**config.mk**
```make
export PLATFORM = sky130hd
export DESIGN_NAME = sdram_open_row_and_refresh_ctrl
export DESIGN_NICKNAME = d
export VERILOG_FILES = /design/src/hw/sdram_open_row_and_refresh_ctrl.v /design/src/hw/refresh_timer.v
export VERILOG_INCLUDE_DIRS = /design/src /design/src/hw
export SDC_FILE = /design/constraint.sdc
export NUM_CORES = 1
export LEC_CHECK = 0
export BUFFER_PORTS_ARGS = -buffer_cell sky130_fd_sc_hd__buf_4
export CORE_MARGIN = 2
export CORE_UTILIZATION = 62
export CTS_BUF_LIST = sky130_fd_sc_hd__clkbuf_4
export DETAILED_ROUTE_END_ITERATION = 16
export PLACE_DENSITY = 0.87
export REMOVE_ABC_BUFFERS = 1
export SYNTH_ARGS = -nofsm -noshare
export SYNTH_HDL_FRONTEND = slang
export SYNTH_SLANG_ARGS = --single-unit
```
**constraint.sdc**
```tcl
create_clock -name clk_i -period 5 [get_ports clk_i]
set_input_delay 0.75 -clock clk_i [delete_from_list [all_inputs] [get_ports clk_i]]
set_output_delay 0.75 -clock clk_i [all_outputs]
set_load 0.02 [all_outputs]
```
**src/hw/sdram_ctrl_defs.vh**
```
// constants for the sdram open-row and refresh controller
// assumes inclusion by bare name from the design files
`ifndef SDRAM_CTRL_DEFS_VH
`define SDRAM_CTRL_DEFS_VH

// register word indices on the wishbone slave, decoded from adr_i[5:2]
`define ADR_CTRL        4'h0
`define ADR_WAIT        4'h1
`define ADR_RTCTL       4'h2
`define ADR_RCOUNT      4'h3
`define ADR_RCOMP       4'h4
`define ADR_STATUS      4'h5
`define ADR_HI          5
`define ADR_LO          2

// control register fields
`define CTRL_KEEP_ROW   0
`define CTRL_REFRESH_ENABLE_EN    1
`define CTRL_REFRESH_MODE_SELECT      2
`define CTRL_RESET      3'h0

// wait register fields: cas latency, precharge wait, recovery wait, write recovery
`define WAIT_CL_LO      0
`define WAIT_CL_HI      1
`define WAIT_TRP_LO     2
`define WAIT_TRP_HI     3
`define WAIT_TRC_LO     4
`define WAIT_TRC_HI     5
`define WAIT_TWR_LO     6
`define WAIT_TWR_HI     7
`define WAIT_RESET      8'h00

// refresh timer control fields
`define RT_CKS_LO       0
`define RT_CKS_HI       2
`define RT_RRC_LO       3
`define RT_RRC_HI       5

// sdram commands {cs_n, ras_n, cas_n, we_n}
`define CMD_NOP         4'h7
`define CMD_ACT         4'h3
`define CMD_READ        4'h5
`define CMD_WRITE       4'h4
`define CMD_PRE         4'h2
`define CMD_REF         4'h1
`define CMD_DESEL       4'hF

`define ONE8            8'h01
`define ZERO8           8'h00
`define ZERO32          32'h00000000
`define ONE4            4'h1
`define BANKS           4

`endif

```
**src/hw/sdram_open_row_and_refresh_ctrl.v**
```verilog
// sdram open-row access and refresh sequencer with a wishbone register slave
// assumes single-beat memory requests from logic on clk_i and one sdram rank
// What this block does
// - a cache-disabled write that fits the bus is one single-beat write
// - keep-row-open bit set means read and write without auto-precharge
// - open rows stay open; a row hit issues read or write directly
// - a row miss precharges, waits precharge wait, activates, then accesses
// - after auto-precharge write, bank idle for write recovery plus precharge wait
// - row-hit read with latency one gets one no-operation cycle first
// - all banks count as closed after refresh and after bus release
// - refresh enable alone gives auto-refresh; with mode select, self-refresh
// - counter equal to compare raises request, bursts refreshes, clears counter
// - the counter counts on from its present value once clocked
// - each refresh: precharge-all, wait, refresh, then recovery idle
// - idle cycles between precharge-all and refresh only when wait is nonzero
// - self-refresh entry: precharge-all, wait, self command, no accesses
// - clearing mode select leaves self-refresh, then recovery idle
// - after self-refresh exit, auto-refresh resumes when enabled
// - self-refresh survives manual reset; power-on reset ends it
// - a refresh request waits for the running access to finish
// - a newer refresh request replaces a pending one
//
// Register access over Wishbone and the register addresses were left to the implementer.
`timescale 1ns/1ps
`include "sdram_ctrl_defs.vh"
module sdram_open_row_and_refresh_ctrl (
   input  wire        clk_i,
   input  wire        rst_i,
   input  wire        manual_rst_i,
   // wishbone slave
   input  wire        cyc_i,
   input  wire        stb_i,
   input  wire        we_i,
   input  wire [5:0]  adr_i,
   input  wire [3:0]  sel_i,
   input  wire [31:0] dat_i,
   output reg  [31:0] dat_o,
   output reg         ack_o,
   // memory request side
   input  wire        req_i,
   input  wire        req_we_i,
   input  wire [1:0]  req_bank_i,
   input  wire [12:0] req_row_i,
   input  wire [9:0]  req_col_i,
   input  wire [31:0] req_wdata_i,
   input  wire [3:0]  req_be_i,
   input  wire        bus_released_i,
   output wire        req_ready_o,
   output reg         req_done_o,
   // sdram pins
   output reg  [3:0]  cmd_o,
   output reg         cke_o,
   output reg  [1:0]  ba_o,
   output reg  [12:0] a_o,
   output reg  [3:0]  dqm_o,
   output reg  [31:0] dq_o,
   output reg         dq_oe_n_o
);
   localparam S_IDLE = 4'h0, S_PRE = 4'h1, S_PWAIT = 4'h2, S_ACT = 4'h3;
   localparam S_NOP = 4'h4, S_ACC = 4'h5, S_RECOV = 4'h6, S_PALL = 4'h7;
   localparam S_RWAIT = 4'h8, S_REF = 4'h9, S_SELF = 4'hA, S_SWAIT = 4'hB;
   localparam S_SREF = 4'hC, S_XWAIT = 4'hD;

   reg [2:0]  ctrl_q;
   reg [7:0]  wait_q;
   reg [5:0]  rtctl_q;
   reg [7:0]  rcomp_q;
   reg [3:0]  state_q;
   reg [7:0]  cnt_q;
   reg [2:0]  burst_q;
   reg        pend_q;
   reg        lost_q;
   reg        self_q;
   reg        done_self_q;
   reg [3:0]  open_q;
   reg [12:0] row_q [0:`BANKS-1];
   reg        wr_q;
   reg [1:0]  bank_q;
   reg [12:0] rrow_q;
   reg [9:0]  col_q;
   reg [31:0] wd_q;
   reg [3:0]  be_q;
   reg        act_q;
   reg [1:0]  mrst_sync_q;
   wire [7:0] rcount;
   wire       match;
   wire       wb_req = cyc_i & stb_i & ~ack_o;
   wire       wb_wr  = wb_req & we_i;
   wire [3:0] reg_sel = adr_i[`ADR_HI:`ADR_LO];
   wire       keep   = ctrl_q[`CTRL_KEEP_ROW];
   wire       ren    = ctrl_q[`CTRL_REFRESH_ENABLE_EN];
   wire       refresh_mode_select  = ctrl_q[`CTRL_REFRESH_MODE_SELECT];
   wire [1:0] cl     = wait_q[`WAIT_CL_HI:`WAIT_CL_LO];
   wire [7:0] trp    = {6'h00, wait_q[`WAIT_TRP_HI:`WAIT_TRP_LO]};
   wire [7:0] trc    = {6'h00, wait_q[`WAIT_TRC_HI:`WAIT_TRC_LO]};
   wire [7:0] twr    = {6'h00, wait_q[`WAIT_TWR_HI:`WAIT_TWR_LO]};
   integer i;

   // write merge of a byte-enabled bus word into a narrow register
   function [7:0] wb_byte0;
      input [7:0] old;
      input [31:0] d;
      input [3:0] s;
      begin
         wb_byte0 = s[0] ? d[7:0] : old;
      end
   endfunction

   wire [7:0] ctrl_merge  = wb_byte0({5'h00, ctrl_q}, dat_i, sel_i);
   wire [7:0] rtctl_merge = wb_byte0({2'h0, rtctl_q}, dat_i, sel_i);

   // ==========================================================
   // register slave, single-cycle ack
   always @(posedge clk_i) begin
      if (rst_i) begin
         ctrl_q  <= `CTRL_RESET;
         wait_q  <= `WAIT_RESET;
         rtctl_q <= 6'h00;
         rcomp_q <= `ZERO8;
         ack_o   <= 1'b0;
         dat_o   <= `ZERO32;
      end else begin
         ack_o <= wb_req;
         if (wb_wr) begin
            case (reg_sel)
               `ADR_CTRL:  ctrl_q  <= ctrl_merge[2:0];
               `ADR_WAIT:  wait_q  <= wb_byte0(wait_q, dat_i, sel_i);
               `ADR_RTCTL: rtctl_q <= rtctl_merge[5:0];
               `ADR_RCOMP: rcomp_q <= wb_byte0(rcomp_q, dat_i, sel_i);
               default:    ;
            endcase
         end
         if (wb_req && !we_i) begin
            case (reg_sel)
               `ADR_CTRL:   dat_o <= {29'h0, ctrl_q};
               `ADR_WAIT:   dat_o <= {24'h0, wait_q};
               `ADR_RTCTL:  dat_o <= {26'h0, rtctl_q};
               `ADR_RCOUNT: dat_o <= {24'h0, rcount};
               `ADR_RCOMP:  dat_o <= {24'h0, rcomp_q};
               `ADR_STATUS: dat_o <= {23'h0, lost_q, open_q, state_q};
               default:     dat_o <= `ZERO32;
            endcase
         end
      end
   end

   refresh_timer u_timer (
      .clk_i      (clk_i),
      .rst_i      (rst_i),
      .cks_i      (rtctl_q[`RT_CKS_HI:`RT_CKS_LO]),
      .load_i     (wb_wr && reg_sel == `ADR_RCOUNT && sel_i[0]),
      .load_val_i (dat_i[7:0]),
      .compare_i  (rcomp_q),
      .count_o    (rcount),
      .match_o    (match)
   );

   assign req_ready_o = (state_q == S_IDLE) && !pend_q && !(ren && refresh_mode_select);

   // manual reset pin: two flops before any logic reads it
   always @(posedge clk_i) begin
      mrst_sync_q <= {mrst_sync_q[0], manual_rst_i};
   end

   // ==========================================================
   // sequencer
   always @(posedge clk_i) begin
      if (rst_i) begin
         state_q     <= S_IDLE;
         cnt_q       <= `ZERO8;
         burst_q     <= 3'h0;
         pend_q      <= 1'b0;
         lost_q      <= 1'b0;
         self_q      <= 1'b0;
         done_self_q <= 1'b0;
         open_q      <= 4'h0;
         wr_q        <= 1'b0;
         bank_q      <= 2'h0;
         rrow_q      <= 13'h0000;
         col_q       <= 10'h000;
         wd_q        <= `ZERO32;
         be_q        <= 4'hF;
         act_q       <= 1'b0;
         req_done_o  <= 1'b0;
         cmd_o       <= `CMD_DESEL;
         cke_o       <= 1'b1;
         ba_o        <= 2'h0;
         a_o         <= 13'h0000;
         dqm_o       <= 4'hF;
         dq_o        <= `ZERO32;
         dq_oe_n_o   <= 1'b1;
         for (i = 0; i < `BANKS; i = i + 1)
            row_q[i] <= 13'h0000;
      end else if (mrst_sync_q[1] && self_q) begin
         // self-refresh holds through a manual reset
         cmd_o      <= `CMD_DESEL;
         req_done_o <= 1'b0;
      end else begin
         cmd_o      <= `CMD_NOP;
         dq_oe_n_o  <= 1'b1;
         req_done_o <= 1'b0;
         if (bus_released_i)
            open_q <= 4'h0;
         if (match) begin
            if (pend_q)
               lost_q <= 1'b1;
            pend_q  <= ren && !refresh_mode_select;
            burst_q <= rtctl_q[`RT_RRC_HI:`RT_RRC_LO];
         end
         case (state_q)
            S_IDLE: begin
               if (ren && refresh_mode_select && !self_q) begin
                  cmd_o   <= `CMD_PRE;
                  a_o     <= 13'h0400;
                  open_q  <= 4'h0;
                  cnt_q   <= trp;
                  state_q <= S_SWAIT;
               end else if (pend_q) begin
                  state_q <= S_PALL;
               end else if (req_i) begin
                  wr_q   <= req_we_i;
                  bank_q <= req_bank_i;
                  rrow_q <= req_row_i;
                  col_q  <= req_col_i;
                  wd_q   <= req_wdata_i;
                  be_q   <= ~req_be_i;
                  act_q  <= 1'b0;
                  if (keep && open_q[req_bank_i] && row_q[req_bank_i] == req_row_i)
                     state_q <= (!req_we_i && cl == 2'h1) ? S_NOP : S_ACC;
                  else if (keep && open_q[req_bank_i])
                     state_q <= S_PRE;
                  else
                     state_q <= S_ACT;
               end
            end
            S_PRE: begin
               cmd_o   <= `CMD_PRE;
               ba_o    <= bank_q;
               a_o     <= 13'h0000;
               open_q[bank_q] <= 1'b0;
               cnt_q   <= trp;
               state_q <= S_PWAIT;
            end
            S_PWAIT: begin
               if (cnt_q == `ZERO8) state_q <= S_ACT;
               else cnt_q <= cnt_q - `ONE8;
            end
            S_ACT: begin
               cmd_o   <= `CMD_ACT;
               ba_o    <= bank_q;
               a_o     <= rrow_q;
               act_q   <= 1'b1;
               state_q <= S_ACC;
            end
            S_NOP: state_q <= S_ACC;
            S_ACC: begin
               cmd_o <= wr_q ? `CMD_WRITE : `CMD_READ;
               ba_o  <= bank_q;
               a_o   <= {2'h0, ~keep, col_q};
               dqm_o <= be_q;
               if (wr_q) begin
                  dq_o      <= wd_q;
                  dq_oe_n_o <= 1'b0;
               end
               if (keep) begin
                  open_q[bank_q] <= 1'b1;
                  row_q[bank_q]  <= rrow_q;
               end
               cnt_q   <= (wr_q && !keep) ? twr + trp : `ZERO8;
               state_q <= S_RECOV;
            end
            S_RECOV: begin
               if (cnt_q == `ZERO8) begin
                  req_done_o <= 1'b1;
                  dqm_o      <= 4'hF;
                  state_q    <= S_IDLE;
               end else
                  cnt_q <= cnt_q - `ONE8;
            end
            S_PALL: begin
               cmd_o   <= `CMD_PRE;
               a_o     <= 13'h0400;
               open_q  <= 4'h0;
               pend_q  <= match && ren && !refresh_mode_select;
               cnt_q   <= trp;
               state_q <= S_RWAIT;
            end
            S_RWAIT: begin
               if (cnt_q == `ZERO8) begin
                  cmd_o   <= `CMD_REF;
                  cnt_q   <= trc;
                  state_q <= S_REF;
               end else
                  cnt_q <= cnt_q - `ONE8;
            end
            S_REF: begin
               if (cnt_q == `ZERO8) begin
                  if (burst_q != 3'h0) begin
                     burst_q <= burst_q - 3'h1;
                     state_q <= S_PALL;
                  end else
                     state_q <= S_IDLE;
               end else
                  cnt_q <= cnt_q - `ONE8;
            end
            S_SWAIT: begin
               if (cnt_q == `ZERO8) begin
                  cmd_o   <= `CMD_REF;
                  cke_o   <= 1'b0;
                  self_q  <= 1'b1;
                  state_q <= S_SREF;
               end else
                  cnt_q <= cnt_q - `ONE8;
            end
            S_SREF: begin
               cmd_o <= `CMD_NOP;
               if (!refresh_mode_select || !ren) begin
                  cke_o   <= 1'b1;
                  self_q  <= 1'b0;
                  cnt_q   <= trc;
                  state_q <= S_XWAIT;
               end
            end
            S_XWAIT: begin
               if (cnt_q == `ZERO8) state_q <= S_IDLE;
               else cnt_q <= cnt_q - `ONE8;
            end
            default: state_q <= S_IDLE;
         endcase
      end
   end
endmodule

```
**src/hw/refresh_timer.v**
```verilog
// refresh interval counter with a selectable count-clock prescaler
// assumes all inputs come from logic on clk_i
`timescale 1ns/1ps
`include "sdram_ctrl_defs.vh"
module refresh_timer (
   input  wire       clk_i,
   input  wire       rst_i,
   input  wire [2:0] cks_i,
   input  wire       load_i,
   input  wire [7:0] load_val_i,
   input  wire [7:0] compare_i,
   output reg  [7:0] count_o,
   output reg        match_o
);
   reg [11:0] pre_q;
   reg        tick;

   // ==========================================================
   // prescaler: cks 0 stops counting, others divide by 4^(cks-1)
   always @(posedge clk_i) begin
      if (rst_i)
         pre_q <= 12'h000;
      else
         pre_q <= pre_q + 12'h001;
   end

   always @* begin
      case (cks_i)
         3'h0:    tick = 1'b0;
         3'h1:    tick = 1'b1;
         3'h2:    tick = (pre_q[1:0] == 2'h3);
         3'h3:    tick = (pre_q[3:0] == 4'hF);
         3'h4:    tick = (pre_q[5:0] == 6'h3F);
         3'h5:    tick = (pre_q[7:0] == 8'hFF);
         3'h6:    tick = (pre_q[9:0] == 10'h3FF);
         default: tick = (pre_q == 12'hFFF);
      endcase
   end

   // ==========================================================
   // counter counts on from its current value; clears on match
   always @(posedge clk_i) begin
      if (rst_i) begin
         count_o <= `ZERO8;
         match_o <= 1'b0;
      end else begin
         match_o <= 1'b0;
         if (load_i)
            count_o <= load_val_i;
         else if (tick) begin
            if (count_o == compare_i) begin
               count_o <= `ZERO8;
               match_o <= 1'b1;
            end else
               count_o <= count_o + `ONE8;
         end
      end
   end
endmodule

```
==> results.py <==
metrics = {
    "pwr": {
        "p_sw_share_pct": 32.97,
        "total_power_mw": 5.336,
        "ir_worst_vdd_uv": 317.9,
        "combPwrFrac_pct": 24.4,
        "powerDensity_nw_per_um2": 406.0,
        "internal_power_mw": 3.577,
        "p_sw_mw": 1.759,
        "power_frac_clock_pct": 30.5,
        "power_frac_seq_pct": 45.1,
        "p_leak_nw": 5.274,
    },
    "synthesis": {
        "synthAdderAreaFrac_pct": 0.8421,
        "synth.distinct_cells": 70,
        "synth_cells": 1265,
        "ys_warn_count": 0,
        "synth.cell_area_um2": 11290,
        "synthMuxAreaShare_pct": 6.615,
        "synth_flop_cell": "dfxtp_1",
        "synth_xor_area_share_pct": 3.091,
        "synth_edf_count": 52,
        "avgSynthCellArea_um2": 8.927,
        "synth_compound_area_share_pct": 13.65,
        "synth-seq-area-share_pct": 49.29,
        "synth_top_family_by_area": "simple AND/OR/NAND/NOR gates",
        "synth.ff_latch_count": 252,
        "yosys.area_share.simple_pct": 20.93,
        "async_flop_share_pct": 0,
    },
    "route": {
        "routedWlPerCell_um": 16.66,
        "first_iter_violations": 753,
        "vias": 9744,
        "detail-route-antenna-nets": 0,
        "avgViaCountPerCell": 5.793,
        "routed_wl_um": 28030,
        "first_pass_iters": 6,
        "drc": 0,
    },
    "global_route": {
        "grt_overflow_total": 0,
        "grt_util_all_layers_pct": 28.24,
        "grt_antenna_before_repair": 1,
        "grt_max_degree": 94,
        "grt_pass1_wl_um": 44660,
        "grt_pass1_vias": 9077,
    },
    "critical_path": {
        "r2r-end": "row_q[0][12]$_SDFFCE_PN0P_",
        "path_class": "flop to flop",
        "crit_family": "simple AND/OR/NAND/NOR gates",
        "start_kind": "flop",
        "critPathMaxFanout": 24,
        "critical_path_buf_inv_count": 0,
        "path_cells": "nand4bb_1 > nor2_1 > nand2_1 > nor2_1 > nand2_1 > nor3_1",
        "r2r_cells": 6,
        "critPathLaunch": "state_q[2]$_SDFFE_PP0P_",
        "cpMaxStageDelayCell": "nor2_1",
        "r2r-start": "state_q[2]$_SDFFE_PP0P_",
        "ff2ff_setup_slack_ns": 1.77,
        "critPathMaxStageDelay_ns": 0.82,
        "cp.arrival_ns": 3.74,
        "endpoint_kind": "flop",
        "required_ns": 5.51,
    },
    "die": {
        "die_w_um": 139.0,
        "dieArea_um2": 19310,
        "start_util_pct": 63.08,
        "std_cell_rows": 49,
        "io_pins": 204,
        "die_y_um": 139.0,
        "core-area_um2": 17900,
    },
    "placement": {
        "place_congestion": 0.9288,
        "dpl_cell_area_um2": 12380,
        "io_buffer_count": 151,
        "pre_cts_ws_ns": 1.799,
        "placed_cells": 1575,
        "dp_hpwl_um": 18680,
    },
    "cts": {
        "h-tree-depth": 2,
        "cts_tree": "built",
        "cts-buffers-inserted": 60,
        "root_buffer": "clkbuf_4",
        "path_clk_slew_ns": 0.07,
        "cts_buffer_depth": 3,
        "clkSinkCount": 252,
        "post_cts_buffers": 0,
        "cts-resized-gates": 0,
        "clkLatencyLatePin_ns": 0.71,
        "hold_buffers": 0,
    },
    "worst_hold_path": {
        "hold_end": "mrst_sync_q[0]$_DFF_P_",
        "whs_path_depth": 1,
        "hold_class": "input port to flop",
        "worstHoldStart": "manual_rst_i",
    },
    "sta": {
        "fmax_mhz": 309.4,
        "max_slew_margin_pct": 24.69,
        "rsz0062_at_grt": "false",
        "setup_viol": 0,
        "final.min_clock_period_ns": 3.232,
        "min_period_over_period_pct": 64.64,
        "clock_skew_ns": 0.07191,
        "tightest_slew_ns": 1.127,
        "hold_viol": 0,
        "fin_ws_ns": 1.768,
        "tns_ns": 0,
        "maxSlewViolCount": 0,
        "whs_ns": 0.1822,
    },
    "flow_run": {
        "cap_violations": 0,
    },
    "final_layout": {
        "finalInstanceArea_um2": 13140,
        "num-nets-final": 1527,
        "layout-drive-gt1-share_pct": 19.63,
        "post_layout_nonfiller_instances": 1682,
        "final_util_pct": 73.41,
        "areaGrowthSynthToFinish_pct": 16.38,
    },
    "run_status": {
        "outcome": "completed",
    },
}
-- power groups by stage --
stage / logic [mW] / clock network, mW / registers (mW)
2_1_floorplan: 0.794 / 0 / 2.48
3_5_place_dp: 1.29 / 0 / 2.45
3_3_place_gp: 1.26 / 0 / 2.44
6_report: 1.30 / 1.63 / 2.41
4_1_cts: 1.29 / 1.66 / 2.40
5_1_grt: 1.43 / 1.77 / 2.43
-- cell usage after synthesis, types with 3 or more instances --
library cell | count | share of area, %
nand2_1 | 248 | 8.2
dfxtp_1 | 200 | 35
nor2_1 | 134 | 4.5
a21oi_1 | 124 | 5.5
clkbuf_1 | 65 | 2.2
edfxtp_1 | 52 | 14
mux2i_1 | 42 | 3.7
o21ai_0 | 38 | 1.7
buf_4 | 27 | 1.8
inv_1 | 27 | 0.90
xnor2_1 | 27 | 2.1
and2_1 | 19 | 1.1
nor3_1 | 19 | 0.84
nand3_1 | 15 | 0.66
nand4_1 | 13 | 0.72
and3_1 | 12 | 0.66
a221oi_1 | 11 | 0.85
nand2b_1 | 11 | 0.61
xor2_1 | 11 | 0.85
a211oi_1 | 10 | 0.66
o22ai_1 | 10 | 0.55
mux4_1 | 9 | 2.1
a311oi_1 | 8 | 0.62
a31oi_1 | 8 | 0.44
nor2b_1 | 8 | 0.44
o21bai_1 | 7 | 0.47
buf_1 | 6 | 0.20
buf_2 | 6 | 0.27
ha_1 | 6 | 0.66
o21a_1 | 6 | 0.40
a21o_1 | 5 | 0.33
a22o_1 | 5 | 0.39
a32oi_1 | 5 | 0.39
nand3b_1 | 5 | 0.33
nor4_1 | 5 | 0.28
or3_1 | 5 | 0.28
a211o_1 | 4 | 0.31
mux2_2 | 4 | 0.40
or2_2 | 4 | 0.22
a22oi_1 | 3 | 0.20
nor3_2 | 3 | 0.27
nor3b_1 | 3 | 0.20
or4_1 | 3 | 0.20
-- flip-flops by register name (all words and copies together) (netlist names), 6 cells and up --
register         flops
row_q               52
dq_o                32
wd_q                32
a_o                 13
rrow_q              13
u_timer.pre_q       12
col_q               10
dat_o                9
cnt_q                8
rcomp_q              8
u_timer.count_o      8
wait_q               8
rtctl_q              6
-- logic make-up (layout without fill, tap and decap cells) --
logic type | after synthesis | in the layout
AND/OR/NAND/NOR | 522 | 522
multiplexers | 57 | 57
XOR/XNOR | 39 | 39
AO/OA/AOI/OAI | 254 | 254
adder cells (fa/ha/maj) | 7 | 7
buffers and inverters | 133 | 298
other | 1 | 24
flip-flops | 252 | 252
-- final cells by class --
cell class | count | area [um^2]
multi-input combinational | 902 | 5189
inverter | 27 | 101.3
fill | 1334 | 4761
clock buffer | 92 | 690.7
sequential | 252 | 5565
timing repair buffer | 165 | 1242
clock inverter | 14 | 63.81
tap | 229 | 286.5
antenna | 1 | 2.502
-- worst max-delay path by stage --
stage,endpoint,slack [ns],cells after the start
3_3_place_gp,row_q[0][12]$_SDFFCE_PN0P_,1.86,6
4_1_cts,req_ready_o,1.81,3
5_1_grt,row_q[0][12]$_SDFFCE_PN0P_,1.56,6
2_1_floorplan,be_q[0]$_SDFFE_PP1P_,1.82,4
6_report,row_q[0][12]$_SDFFCE_PN0P_,1.77,6
3_5_place_dp,row_q[0][9]$_SDFFCE_PN0P_,1.80,7
-- cell usage in the layout, fill, tap and decap left out, types with 6 or more instances in the layout --
cell / synthesis / routed
nand2_1: 248 / 248
dfxtp_1: 200 / 200
buf_4: 27 / 164
nor2_1: 134 / 134
a21oi_1: 124 / 124
clkbuf_4: 0 / 92
edfxtp_1: 52 / 52
mux2i_1: 42 / 42
o21ai_0: 38 / 38
inv_1: 27 / 27
xnor2_1: 27 / 27
conb_1: 1 / 23
and2_1: 19 / 19
nor3_1: 19 / 19
nand3_1: 15 / 14
nand4_1: 13 / 13
nand2b_1: 11 / 11
and3_1: 12 / 11
xor2_1: 11 / 11
a221oi_1: 11 / 11
clkinv_1: 0 / 11
a211oi_1: 10 / 10
o22ai_1: 10 / 10
mux4_1: 9 / 9
nor2b_1: 8 / 8
a31oi_1: 8 / 8
a311oi_1: 8 / 8
o21bai_1: 7 / 7
o21a_1: 6 / 6
ha_1: 6 / 6
-- metal layers --
metal | vias up | track usage [%] | wire, um
met2 | 451 | 47.94 | 13890
met4 | 0 | 11.75 | 901
li1 | 4654 | - | -
met3 | 73 | 7.631 | 2435
met1 | 4566 | 34.12 | 10800
met5 | - | 0 | 0
Power figures use the tool's default switching activity.
